### src/ctrl_stream_pkg.sv
/*
 Shared constants of the control stream source: bit timing, frame layouts,
 register map and the frame check functions.
 Assumes a 200 MHz core clock and 128 Mbit/s streams.
*/
package ctrl_stream_pkg;

  // ----------------------------------------------------------------
  // Timing
  // ----------------------------------------------------------------
  localparam int CLK_MHZ = 200;
  localparam int BIT_MHZ = 128;
  localparam int EPOCH_MS = 10;
  localparam int EPOCH_BITS = EPOCH_MS * BIT_MHZ * 1000;
  localparam int ACC_W = 8;
  localparam logic [ACC_W-1:0] ACC_STEP = ACC_W'(BIT_MHZ);
  localparam logic [ACC_W-1:0] ACC_WRAP = ACC_W'(CLK_MHZ);
  localparam int ECNT_W = 21;
  localparam int GAP_BITS = 4;
  localparam int CRC_BITS = 4;

  // ----------------------------------------------------------------
  // Frame layouts
  // ----------------------------------------------------------------
  localparam int PAY_W = 40;
  localparam int LEN_W = 6;
  localparam logic [LEN_W-1:0] DUMP_LEN = 6'h1b;
  localparam logic [LEN_W-1:0] PHASE_LEN = 6'h28;
  localparam int TC_IDP_SLOT = 1;
  localparam int TC_SEED0_SLOT = 2;
  localparam int TC_SEED1_SLOT = 10;
  localparam int TC_END_SLOT = 18;
  localparam logic [2:0] CMD_BLOCK_RESET = 3'h6;
  localparam logic [2:0] CMD_SYNC_TEST = 3'h7;

  // ----------------------------------------------------------------
  // Register map (byte addresses) and reset values
  // ----------------------------------------------------------------
  localparam logic [7:0] REG_CTRL = 8'h00;
  localparam logic [7:0] REG_SEEDS = 8'h04;
  localparam logic [7:0] REG_DUMP = 8'h08;
  localparam logic [7:0] REG_PHASE = 8'h0c;
  localparam logic [7:0] REG_PSEL = 8'h10;
  localparam logic [7:0] REG_ACTION = 8'h14;
  localparam logic [7:0] REG_STATUS = 8'h18;
  localparam logic [7:0] REG_SRCID = 8'h1c;
  localparam logic [31:0] RST_WORD = 32'h0000_0000;
  localparam int ACT_DUMP = 0;
  localparam int ACT_PHASE = 1;
  localparam int ACT_TRIG = 2;

  // ----------------------------------------------------------------
  // Functions
  // ----------------------------------------------------------------
  function automatic logic [3:0] crc4_step(input logic [3:0] c, input logic b);
    crc4_step = {c[2], c[1], c[0] ^ c[3], b ^ c[3]};
  endfunction

  function automatic logic [3:0] crc4_of(input logic [PAY_W-1:0] d,
                                         input logic [LEN_W-1:0] n);
    logic [3:0] c;
    c = 4'h0;
    for (int i = 0; i < PAY_W + CRC_BITS; i++) begin
      if (i < int'(n))
        c = crc4_step(c, d[i]);
      else if (i < int'(n) + CRC_BITS)
        c = crc4_step(c, 1'b0);
    end
    crc4_of = c;
  endfunction

  function automatic logic [31:0] byte_merge(input logic [31:0] old,
                                             input logic [31:0] din,
                                             input logic [3:0] sel);
    for (int i = 0; i < 4; i++)
      byte_merge[8*i +: 8] = sel[i] ? din[8*i +: 8] : old[8*i +: 8];
  endfunction

endpackage

### src/frame_serializer.sv
/*
 Serialiser for one CRC-protected frame stream: start bit, payload LSB
 first, four check bits highest first, then four preamble bits.
 Assumes bit_en is a one-cycle pulse per bit slot.
*/
`timescale 1ns/100ps
module frame_serializer
  import ctrl_stream_pkg::*;
(
  input wire logic core_clk,
  input wire logic srst,
  input wire logic bit_en,
  input wire logic preamble,
  input wire logic load,
  input wire logic [PAY_W-1:0] payload,
  input wire logic [LEN_W-1:0] len,
  output logic busy,
  output logic bit_out
);

  logic [PAY_W-1:0] pay_ff;
  logic [LEN_W-1:0] len_ff;
  logic [3:0] crc_ff;
  logic [LEN_W:0] pos_ff;
  logic act_ff;
  logic [LEN_W:0] crc_pos;
  logic [LEN_W:0] gap_pos;
  logic [LEN_W:0] last_pos;
  logic in_pay;
  logic in_crc;
  logic in_gap;

  // ----------------------------------------------------------------
  // Slot decode
  // ----------------------------------------------------------------
  assign crc_pos = {1'b0, len_ff} + 7'h01;
  assign gap_pos = crc_pos + 7'(CRC_BITS);
  assign last_pos = gap_pos + 7'(GAP_BITS - 1);
  assign in_pay = act_ff && pos_ff != 7'h00 && pos_ff < crc_pos;
  assign in_crc = act_ff && pos_ff >= crc_pos && pos_ff < gap_pos;
  assign in_gap = act_ff && pos_ff >= gap_pos;
  assign busy = act_ff;

  always_comb begin
    if (!act_ff)
      bit_out = preamble;
    else if (pos_ff == 7'h00)
      bit_out = 1'b1;
    else if (in_pay)
      bit_out = pay_ff[6'(pos_ff - 7'h01)];
    else if (in_crc)
      // Last register stage leaves first, so the far end sees a zero remainder
      bit_out = crc_ff[2'(gap_pos - 7'h01 - pos_ff)];
    else
      bit_out = preamble;
  end

  // ----------------------------------------------------------------
  // Frame state
  // ----------------------------------------------------------------
  always_ff @(posedge core_clk) begin
    if (srst) begin
      act_ff <= 1'b0;
      pos_ff <= '0;
      pay_ff <= '0;
      len_ff <= '0;
      crc_ff <= 4'h0;
    end else if (load && !act_ff) begin
      act_ff <= 1'b1;
      pos_ff <= '0;
      pay_ff <= payload;
      len_ff <= len;
      crc_ff <= crc4_of(payload, len);
    end else if (bit_en && act_ff) begin
      pos_ff <= pos_ff + 7'h01;
      if (pos_ff == last_pos)
        act_ff <= 1'b0;
    end
  end

  // ----------------------------------------------------------------
  // Checks
  // ----------------------------------------------------------------
  logic [3:0] resid;
  always_comb begin
    resid = 4'h0;
    for (int i = 0; i < PAY_W; i++)
      if (i < int'(len_ff))
        resid = crc4_step(resid, pay_ff[i]);
    for (int i = CRC_BITS - 1; i >= 0; i--)
      resid = crc4_step(resid, crc_ff[i]);
  end

  chk_crc_residue: assert property (@(posedge core_clk) disable iff (srst)
    act_ff |-> resid == 4'h0)
    else $error("frame check bits do not give a zero remainder");
  chk_lsb_first: assert property (@(posedge core_clk) disable iff (srst)
    (act_ff && pos_ff == 7'h01) |-> bit_out == pay_ff[0])
    else $error("first payload bit is not the least significant");
  chk_gap_quiet: assert property (@(posedge core_clk) disable iff (srst)
    in_gap |-> bit_out == preamble)
    else $error("gap after frame not preamble");

endmodule

### src/ctrl_stream_source.sv
/*
 Control stream source: generates the time reference, dump control and
 phase model bit streams from settings written over a Wishbone slave.
 Assumes classic single-cycle Wishbone masters and a far-end receiver.
*/
`timescale 1ns/100ps
// Function
// - Tick bit marks epoch every 10 ms
// - Identifier-present bit follows each tick
// - Two 8-bit lane seeds, unchecked
// - 128 Mbit/s, words sent LSB first
// - 110 parameter carries source identity
// - Four-bit CRC over command to parameter
// - Trigger is second 1 after frame
// - At least four preamble bits between frames
// - Phase model 32-bit, offset valid next tick
// - Rate term in 64 MHz cycles
// - Phase preambles epoch aligned, no overlap
// - CRC cleared, zero padded, highest first
// - Idle streams carry preamble pattern
module ctrl_stream_source
  import ctrl_stream_pkg::*;
#(
  parameter int EPOCH_LEN = EPOCH_BITS
)
(
  input wire logic core_clk,
  input wire logic srst,
  input wire logic wb_cyc_i,
  input wire logic wb_stb_i,
  input wire logic wb_we_i,
  input wire logic [7:0] wb_adr_i,
  input wire logic [3:0] wb_sel_i,
  input wire logic [31:0] wb_dat_i,
  output logic [31:0] wb_dat_o,
  output logic wb_ack_o,
  output logic time_ref_stream,
  output logic dump_control_stream,
  output logic phase_model_stream
);

  typedef enum logic [1:0] {TRG_IDLE, TRG_WAIT, TRG_ONE, TRG_TWO} trg_state_t;

  logic [ACC_W-1:0] acc_ff;
  logic bit_en_ff;
  logic [ECNT_W-1:0] ecnt_ff;
  logic [31:0] ctrl_ff;
  logic [31:0] seeds_ff;
  logic [31:0] dump_ff;
  logic [31:0] phase_ff;
  logic [31:0] psel_ff;
  logic [31:0] srcid_ff;
  logic [31:0] dat_o_ff;
  logic ack_ff;
  logic [15:0] seed_lat_ff;
  logic idp_lat_ff;
  logic sync_ff;
  logic dump_req_ff;
  logic phase_req_ff;
  logic tc_ff;
  logic dc_ff;
  logic pm_ff;
  trg_state_t trg_ff;
  trg_state_t nxt_trg;
  logic dump_busy;
  logic phase_busy;

  // ----------------------------------------------------------------
  // Bit slot timing
  // ----------------------------------------------------------------
  // Carry bit: the sum can pass the accumulator width
  logic [ACC_W:0] acc_sum;
  logic wrap;
  logic epoch_slot;
  logic preamble;
  assign acc_sum = {1'b0, acc_ff} + {1'b0, ACC_STEP};
  assign wrap = acc_sum >= {1'b0, ACC_WRAP};
  assign epoch_slot = ecnt_ff == '0;
  assign preamble = ecnt_ff[0];

  always_ff @(posedge core_clk) begin
    if (srst) begin
      acc_ff <= '0;
      bit_en_ff <= 1'b0;
    end else begin
      acc_ff <= wrap ? ACC_W'(acc_sum - {1'b0, ACC_WRAP}) : ACC_W'(acc_sum);
      bit_en_ff <= wrap;
    end
  end

  always_ff @(posedge core_clk) begin
    if (srst)
      ecnt_ff <= '0;
    else if (bit_en_ff)
      ecnt_ff <= (ecnt_ff == ECNT_W'(EPOCH_LEN - 1)) ? '0 : ecnt_ff + 1'b1;
  end

  // ----------------------------------------------------------------
  // Wishbone slave
  // ----------------------------------------------------------------
  logic req;
  logic wr;
  logic [31:0] rd_mux;
  logic [31:0] status_word;
  logic act_wr;
  assign req = wb_cyc_i && wb_stb_i;
  assign wr = req && wb_we_i && ack_ff;
  assign act_wr = wr && wb_adr_i == REG_ACTION && wb_sel_i[0];
  assign status_word = {26'h0, sync_ff, trg_ff != TRG_IDLE, dump_busy, phase_busy,
                        phase_req_ff, dump_req_ff};
  assign rd_mux = (wb_adr_i == REG_CTRL) ? ctrl_ff :
                  (wb_adr_i == REG_SEEDS) ? seeds_ff :
                  (wb_adr_i == REG_DUMP) ? dump_ff :
                  (wb_adr_i == REG_PHASE) ? phase_ff :
                  (wb_adr_i == REG_PSEL) ? psel_ff :
                  (wb_adr_i == REG_STATUS) ? status_word :
                  (wb_adr_i == REG_SRCID) ? srcid_ff : RST_WORD;
  assign wb_ack_o = ack_ff;
  assign wb_dat_o = dat_o_ff;

  always_ff @(posedge core_clk) begin
    if (srst) begin
      ack_ff <= 1'b0;
      dat_o_ff <= RST_WORD;
    end else begin
      ack_ff <= req && !ack_ff;
      if (req && !ack_ff)
        dat_o_ff <= rd_mux;
    end
  end

  always_ff @(posedge core_clk) begin
    if (srst) begin
      ctrl_ff <= RST_WORD;
      seeds_ff <= RST_WORD;
      dump_ff <= RST_WORD;
      phase_ff <= RST_WORD;
      psel_ff <= RST_WORD;
      srcid_ff <= RST_WORD;
    end else if (wr) begin
      if (wb_adr_i == REG_CTRL)
        ctrl_ff <= byte_merge(ctrl_ff, wb_dat_i, wb_sel_i) & 32'h0000_0001;
      if (wb_adr_i == REG_SEEDS)
        seeds_ff <= byte_merge(seeds_ff, wb_dat_i, wb_sel_i) & 32'h0000_ffff;
      if (wb_adr_i == REG_DUMP)
        dump_ff <= byte_merge(dump_ff, wb_dat_i, wb_sel_i) & 32'h07ff_ffff;
      if (wb_adr_i == REG_PHASE)
        phase_ff <= byte_merge(phase_ff, wb_dat_i, wb_sel_i);
      if (wb_adr_i == REG_PSEL)
        psel_ff <= byte_merge(psel_ff, wb_dat_i, wb_sel_i) & 32'h0000_00ff;
      if (wb_adr_i == REG_SRCID)
        srcid_ff <= byte_merge(srcid_ff, wb_dat_i, wb_sel_i) & 32'h0000_ffff;
    end
  end

  // ----------------------------------------------------------------
  // Time reference stream
  // ----------------------------------------------------------------
  logic tc_bit;
  assign tc_bit = epoch_slot ? 1'b1 :
                  (ecnt_ff == ECNT_W'(TC_IDP_SLOT)) ? idp_lat_ff :
                  (ecnt_ff < ECNT_W'(TC_END_SLOT)) ?
                    seed_lat_ff[4'(ecnt_ff - ECNT_W'(TC_SEED0_SLOT))] : preamble;

  always_ff @(posedge core_clk) begin
    if (srst) begin
      seed_lat_ff <= 16'h0000;
      idp_lat_ff <= 1'b0;
      tc_ff <= 1'b0;
    end else if (bit_en_ff) begin
      tc_ff <= tc_bit;
      if (epoch_slot) begin
        seed_lat_ff <= seeds_ff[15:0];
        idp_lat_ff <= ctrl_ff[0];
      end
    end
  end

  // ----------------------------------------------------------------
  // Dump control and phase model frames
  // ----------------------------------------------------------------
  logic [15:0] dump_param;
  logic [PAY_W-1:0] dump_pay;
  logic [PAY_W-1:0] phase_pay;
  logic dump_bit;
  logic phase_bit;
  logic dump_go;
  logic phase_go;
  assign dump_param = (dump_ff[2:0] == CMD_BLOCK_RESET) ? srcid_ff[15:0] :
                      dump_ff[26:11];
  assign dump_pay = {13'h0, dump_param, dump_ff[10:0]};
  assign phase_pay = {phase_ff[31:16], phase_ff[15:0], psel_ff[7:0]};
  assign dump_go = dump_req_ff && trg_ff == TRG_IDLE && bit_en_ff && preamble;
  assign phase_go = phase_req_ff && bit_en_ff && preamble;

  frame_serializer u_dump_ser (
    .core_clk(core_clk),
    .srst(srst),
    .bit_en(bit_en_ff),
    .preamble(preamble),
    .load(dump_go),
    .payload(dump_pay),
    .len(DUMP_LEN),
    .busy(dump_busy),
    .bit_out(dump_bit)
  );

  frame_serializer u_phase_ser (
    .core_clk(core_clk),
    .srst(srst),
    .bit_en(bit_en_ff),
    .preamble(preamble),
    .load(phase_go),
    .payload(phase_pay),
    .len(PHASE_LEN),
    .busy(phase_busy),
    .bit_out(phase_bit)
  );

  always_ff @(posedge core_clk) begin
    if (srst) begin
      dump_req_ff <= 1'b0;
      phase_req_ff <= 1'b0;
      sync_ff <= 1'b0;
    end else begin
      if (dump_go)
        dump_req_ff <= 1'b0;
      else if (act_wr && wb_dat_i[ACT_DUMP] && !dump_busy)
        dump_req_ff <= 1'b1;
      if (phase_go)
        phase_req_ff <= 1'b0;
      else if (act_wr && wb_dat_i[ACT_PHASE] && !phase_busy)
        phase_req_ff <= 1'b1;
      if (dump_go)
        sync_ff <= dump_ff[2:0] == CMD_SYNC_TEST;
      else if (trg_ff == TRG_TWO && bit_en_ff)
        sync_ff <= 1'b0;
    end
  end

  // ----------------------------------------------------------------
  // Trigger: two 1 bits once the dump stream is free
  // ----------------------------------------------------------------
  logic trig_start;
  assign trig_start = !dump_busy && !dump_req_ff && preamble &&
                      (!sync_ff || ecnt_ff == ECNT_W'(EPOCH_LEN - 1));

  always_comb begin
    nxt_trg = trg_ff;
    unique case (trg_ff)
      TRG_IDLE: if (act_wr && wb_dat_i[ACT_TRIG]) nxt_trg = TRG_WAIT;
      TRG_WAIT: if (bit_en_ff && trig_start) nxt_trg = TRG_ONE;
      TRG_ONE: if (bit_en_ff) nxt_trg = TRG_TWO;
      TRG_TWO: if (bit_en_ff) nxt_trg = TRG_IDLE;
    endcase
  end

  always_ff @(posedge core_clk) begin
    if (srst) begin
      trg_ff <= TRG_IDLE;
      dc_ff <= 1'b0;
      pm_ff <= 1'b0;
    end else begin
      trg_ff <= nxt_trg;
      if (bit_en_ff) begin
        dc_ff <= (nxt_trg == TRG_ONE || nxt_trg == TRG_TWO) ? 1'b1 : dump_bit;
        pm_ff <= phase_bit;
      end
    end
  end

  assign time_ref_stream = tc_ff;
  assign dump_control_stream = dc_ff;
  assign phase_model_stream = pm_ff;

  // ----------------------------------------------------------------
  // Checks
  // ----------------------------------------------------------------
  chk_tick_at_epoch: assert property (@(posedge core_clk) disable iff (srst)
    (bit_en_ff && epoch_slot) |=> time_ref_stream)
    else $error("tick bit missing at epoch");
  chk_idp_follows: assert property (@(posedge core_clk) disable iff (srst)
    (bit_en_ff && ecnt_ff == ECNT_W'(TC_IDP_SLOT)) |=> time_ref_stream == idp_lat_ff)
    else $error("identifier-present bit wrong");
  chk_seed_lsb: assert property (@(posedge core_clk) disable iff (srst)
    (bit_en_ff && ecnt_ff == ECNT_W'(TC_SEED0_SLOT)) |=> time_ref_stream == seed_lat_ff[0])
    else $error("first seed bit wrong");
  chk_bit_rate: assert property (@(posedge core_clk) disable iff (srst)
    bit_en_ff [*2] |=> !bit_en_ff)
    else $error("bit enable too dense");
  chk_bit_rate_min: assert property (@(posedge core_clk) disable iff (srst)
    !bit_en_ff [*2] |=> bit_en_ff)
    else $error("bit enable too sparse");
  chk_trigger_pair: assert property (@(posedge core_clk) disable iff (srst)
    (bit_en_ff && trg_ff == TRG_ONE) |=> dump_control_stream && $past(dump_control_stream))
    else $error("trigger not second 1 in a row");
  chk_sync_on_tick: assert property (@(posedge core_clk) disable iff (srst)
    (bit_en_ff && trg_ff == TRG_ONE && sync_ff) |-> epoch_slot)
    else $error("sync test trigger not on tick");
  chk_param_identity: assert property (@(posedge core_clk) disable iff (srst)
    (dump_go && dump_ff[2:0] == CMD_BLOCK_RESET) |-> dump_pay[26:11] == srcid_ff[15:0])
    else $error("source identity not in parameter field");
  chk_phase_align: assert property (@(posedge core_clk) disable iff (srst)
    phase_go |-> preamble && !phase_busy)
    else $error("phase frame off preamble phase");
  cov_dump_frame: cover property (@(posedge core_clk) disable iff (srst) dump_go);
  cov_phase_frame: cover property (@(posedge core_clk) disable iff (srst) phase_go);
  cov_trigger: cover property (@(posedge core_clk) disable iff (srst)
    trg_ff == TRG_TWO && bit_en_ff);
  cov_sync_trigger: cover property (@(posedge core_clk) disable iff (srst)
    trg_ff == TRG_ONE && sync_ff && bit_en_ff);

endmodule

### config.mk
export PLATFORM = sky130hd
export DESIGN_NAME = ctrl_stream_source
export DESIGN_NICKNAME = d
export VERILOG_FILES = /design/src/ctrl_stream_pkg.sv /design/src/frame_serializer.sv /design/src/ctrl_stream_source.sv
export SDC_FILE = /design/constraint.sdc
export NUM_CORES = 1
export LEC_CHECK = 0
export BUFFER_PORTS_ARGS = -buffer_cell sky130_fd_sc_hd__clkbuf_2
export CORE_MARGIN = 2
export CORE_UTILIZATION = 30
export DETAILED_ROUTE_END_ITERATION = 16
export GPL_TIMING_DRIVEN = 0
export PLACE_DENSITY = 0.56
export SYNTH_ARGS = -nofsm -noshare
export SYNTH_HDL_FRONTEND = slang
export SYNTH_SLANG_ARGS = --single-unit
### constraint.sdc
create_clock -name core_clk -period 3.35 [get_ports core_clk]
set_input_delay 0.1675 -clock core_clk [delete_from_list [all_inputs] [get_ports core_clk]]
set_output_delay 0.1675 -clock core_clk [all_outputs]
set_load 0.005 [all_outputs]
==> reports/metrics.csv <==
metric,value,unit
"Slowest-stage cell, CP",ha_2,
CTS root buffer,clkbuf_16,
Initial Util,30.4,%
Startpoint Class,flip-flop,
crit end category,flip-flop,
global route overflow,0,
Crit Path Class,reg -> reg,
VDD IR max,0.000366,V
fin cells,2252,
final setup fails,0,
Period minus WS final,3.16,ns
outcome,finished clean,
crit path DAT,3.59,ns
CTS buffer count,31,
P&R area growth vs syn,19.1,%
Core Area,44300,um^2
CTS H-tree lvls,1,
Port Buffer Count,83,
die area,46600,um^2
crit-path max cell delay,0.53,ns
global placement routability congestion,0.886,
distinct cell type count after synthesis,57,
# diodes,0,
antenna violations before repair,1,
All-Layer GR Usage,18.3,%
# placed instances,2163,
Clock Pin Slew Worst Setup and Hold Paths,0.06,ns
CTS tree,done,
Antenna Violating Nets Remaining,0,
die width,216,um
#FFs+latches synth,278,
RSZ-0062 raised after global routing,no,
largest net degree at the start of global routing,17,
Leak,0.00572,uW
worst slew margin relative to its limit,24.9,%
CP Max Fanout,10,
DRC,0,
Cells after Synth,1488,
crit-path most repeated cell,mux4_2,
Async SR Flop Fraction,0,%
Synthesized Nets,1557,
first-pass GRT wire length,66300,um
Setup Buffers After CTS,0,
Hold WC Path Type,in -> reg,
routed length per instance,19.0,um
Final Cycle Share,94.4,%
Fin. Hold Viols,0,
sequential cell area fraction in the yosys report,41.3,%
P per Cell Area,468,nW/um^2
IO Pins,85,
Min Hold Slack,0.0632,ns
initial drt markers,918,
Die H,216,um
vias,11400,
max-cap violations,0,
Post-synth EDFFs,0,
vias in the first global route,11000,
Via density,5.07,
dpl hpwl,33000,um
Post-synth top flop,dfxtp_1,
Worst Tran Pin Value,1.12,ns
clock skew after layout,0.0237,ns
syn avg cell area,9.06,um^2
Layout Nets,1704,
DR pass1 iterations,7,
synthesized area,13500,um^2
Final Max Tran Viols,0,
Sink Count,278,
Worst Path Required,3.78,ns
synth warn,0,
fmax,316,MHz
WL final,42900,um
row cnt,77,
worst skew pair latency,0.59,ns
Longest Clk Path Bufs,3,
layout cells sized above 1,11.1,%
"Critical Path, Cell by Cell","buf_2, inv_1, ha_2, mux4_2, mux4_2, nand2_1, o21ai_0, and3_1, o22ai_1, a311oi_1",
-- cell type report --
| type | count | area [um^2] |
|---|---|---|
| buffer | 89 | 353 |
| clock buffer | 43 | 901 |
| clock inverter | 15 | 176 |
| fill | 4591 | 28300 |
| inverter | 12 | 45.0 |
| multi-input combinational | 1108 | 7540 |
| sequential | 278 | 5570 |
| tap | 592 | 741 |
| timing repair buffer | 115 | 736 |
-- critical path: cells and delay by family, from the launching register on --
family          cells  cell delay (ns)
compound gates      3             0.43
fa+ha+maj           1             0.53
buf+inv             2             0.54
flops               1             0.40
mux                 2             0.88
simple gates        2             0.22
-- metrics by stage --
step	worst slack, ns	power, uW	util [%]	TNS (ns)	area [um^2]
floorplan	0.413	3790	-	0	13500
global placement	-0.500	4000	33.0	-0.780	14600
detailed placement	-0.517	4000	33.0	-0.799	14600
CTS	0.0485	7570	36.2	0	16000
global route	0.0209	7780	36.2	0	16100
finish	0.188	7520	36.2	0	16100
-- final timing paths --
kind	from	to	slack, ns	depth (start not counted)
hold / removal	wb_sel_i[3]	dump_ff[24]	0.06	5
hold reg to reg	u_phase_ser.crc_ff[2]	u_phase_ser.crc_ff[2]	0.45	2
setup reg to reg	u_dump_ser.pos_ff[0]	dump_control_stream	0.19	10
setup / recovery	u_dump_ser.pos_ff[0]	dump_control_stream	0.19	10
-- logic make-up (layout without fill, tap and decap cells) --
group / count (synthesis) / count (layout) / share of synthesized area [%]
AO/OA/AOI/OAI: 224 / 224 / 9.89
adder cells (fa/ha/maj): 20 / 20 / 1.86
multiplexers: 178 / 178 / 15.5
flip-flops: 278 / 278 / 41.3
XOR/XNOR: 161 / 161 / 12.0
AND/OR/NAND/NOR: 525 / 525 / 16.5
buffers and inverters: 102 / 274 / 2.93
-- where the power goes --
group	total, uW	internal (uW)	switching, uW
Clock	3560	2110	1450
Sequential	3400	3350	50.0
Combinational	556	205	350
-- timing repair --
action                                  CTS  global route
endpoints found under the setup margin    2             2
hold buffers                             32             0
gates resized for setup                   4             6
pin swaps                                 0             0
hold endpoints to repair                 79             0
-- layout by cell type (no fill, tap or decap), types with 8 or more instances in the layout --
master and instances:
dlygate4sd3_1 32, nand3_1 23, inv_1 12, ha_1 19
a21oi_1 126, clkbuf_1 76, and3_1 14, clkbuf_2 84
nand2_1 164, a22oi_1 30, nor4_1 11, nor2_1 243
xnor3_1 12, o21ai_0 18, a211oi_1 21, clkbuf_8 8
nor3_1 32, clkbuf_16 31, mux4_2 24, mux2i_1 152
buf_1 8, dfxtp_1 278, xnor2_1 96, xor2_1 47
-- per-layer routing --
| layer | vias up | track usage, % | part of all wire [%] |
|---|---|---|---|
| met1 | 5435 | 26.4 | 47 |
| met3 | 90 | 4.23 | 8.5 |
| met5 | - | 0 | 0.040 |
| li1 | 5436 | - | - |
| met2 | 447 | 27.0 | 41 |
| met4 | 2 | 5.48 | 3.2 |
-- sequential cells by signal, summed over array words and instances, names as in the netlist, 8 cells and up --
name / count
srcid_ff: 16
wb_dat_o: 32
u_phase_ser.pay_ff: 40
ecnt_ff: 21
seed_lat_ff: 16
psel_ff: 8
phase_ff: 32
seeds_ff: 16
dump_ff: 27
u_dump_ser.pay_ff: 27
-- synthesized netlist by cell type (23+ instances only) --
cell type / count / area [um^2]
dfxtp_1: 278 / 5570
nor2_1: 243 / 912
nand2_1: 164 / 616
mux2i_1: 152 / 1520
a21oi_1: 126 / 631
xnor2_1: 96 / 841
clkbuf_1: 74 / 278
xor2_1: 48 / 420
nor3_1: 32 / 160
a22oi_1: 30 / 225
mux4_2: 24 / 541
nand3_1: 23 / 115
No activity file was read; power rests on OpenSTA's default activity.
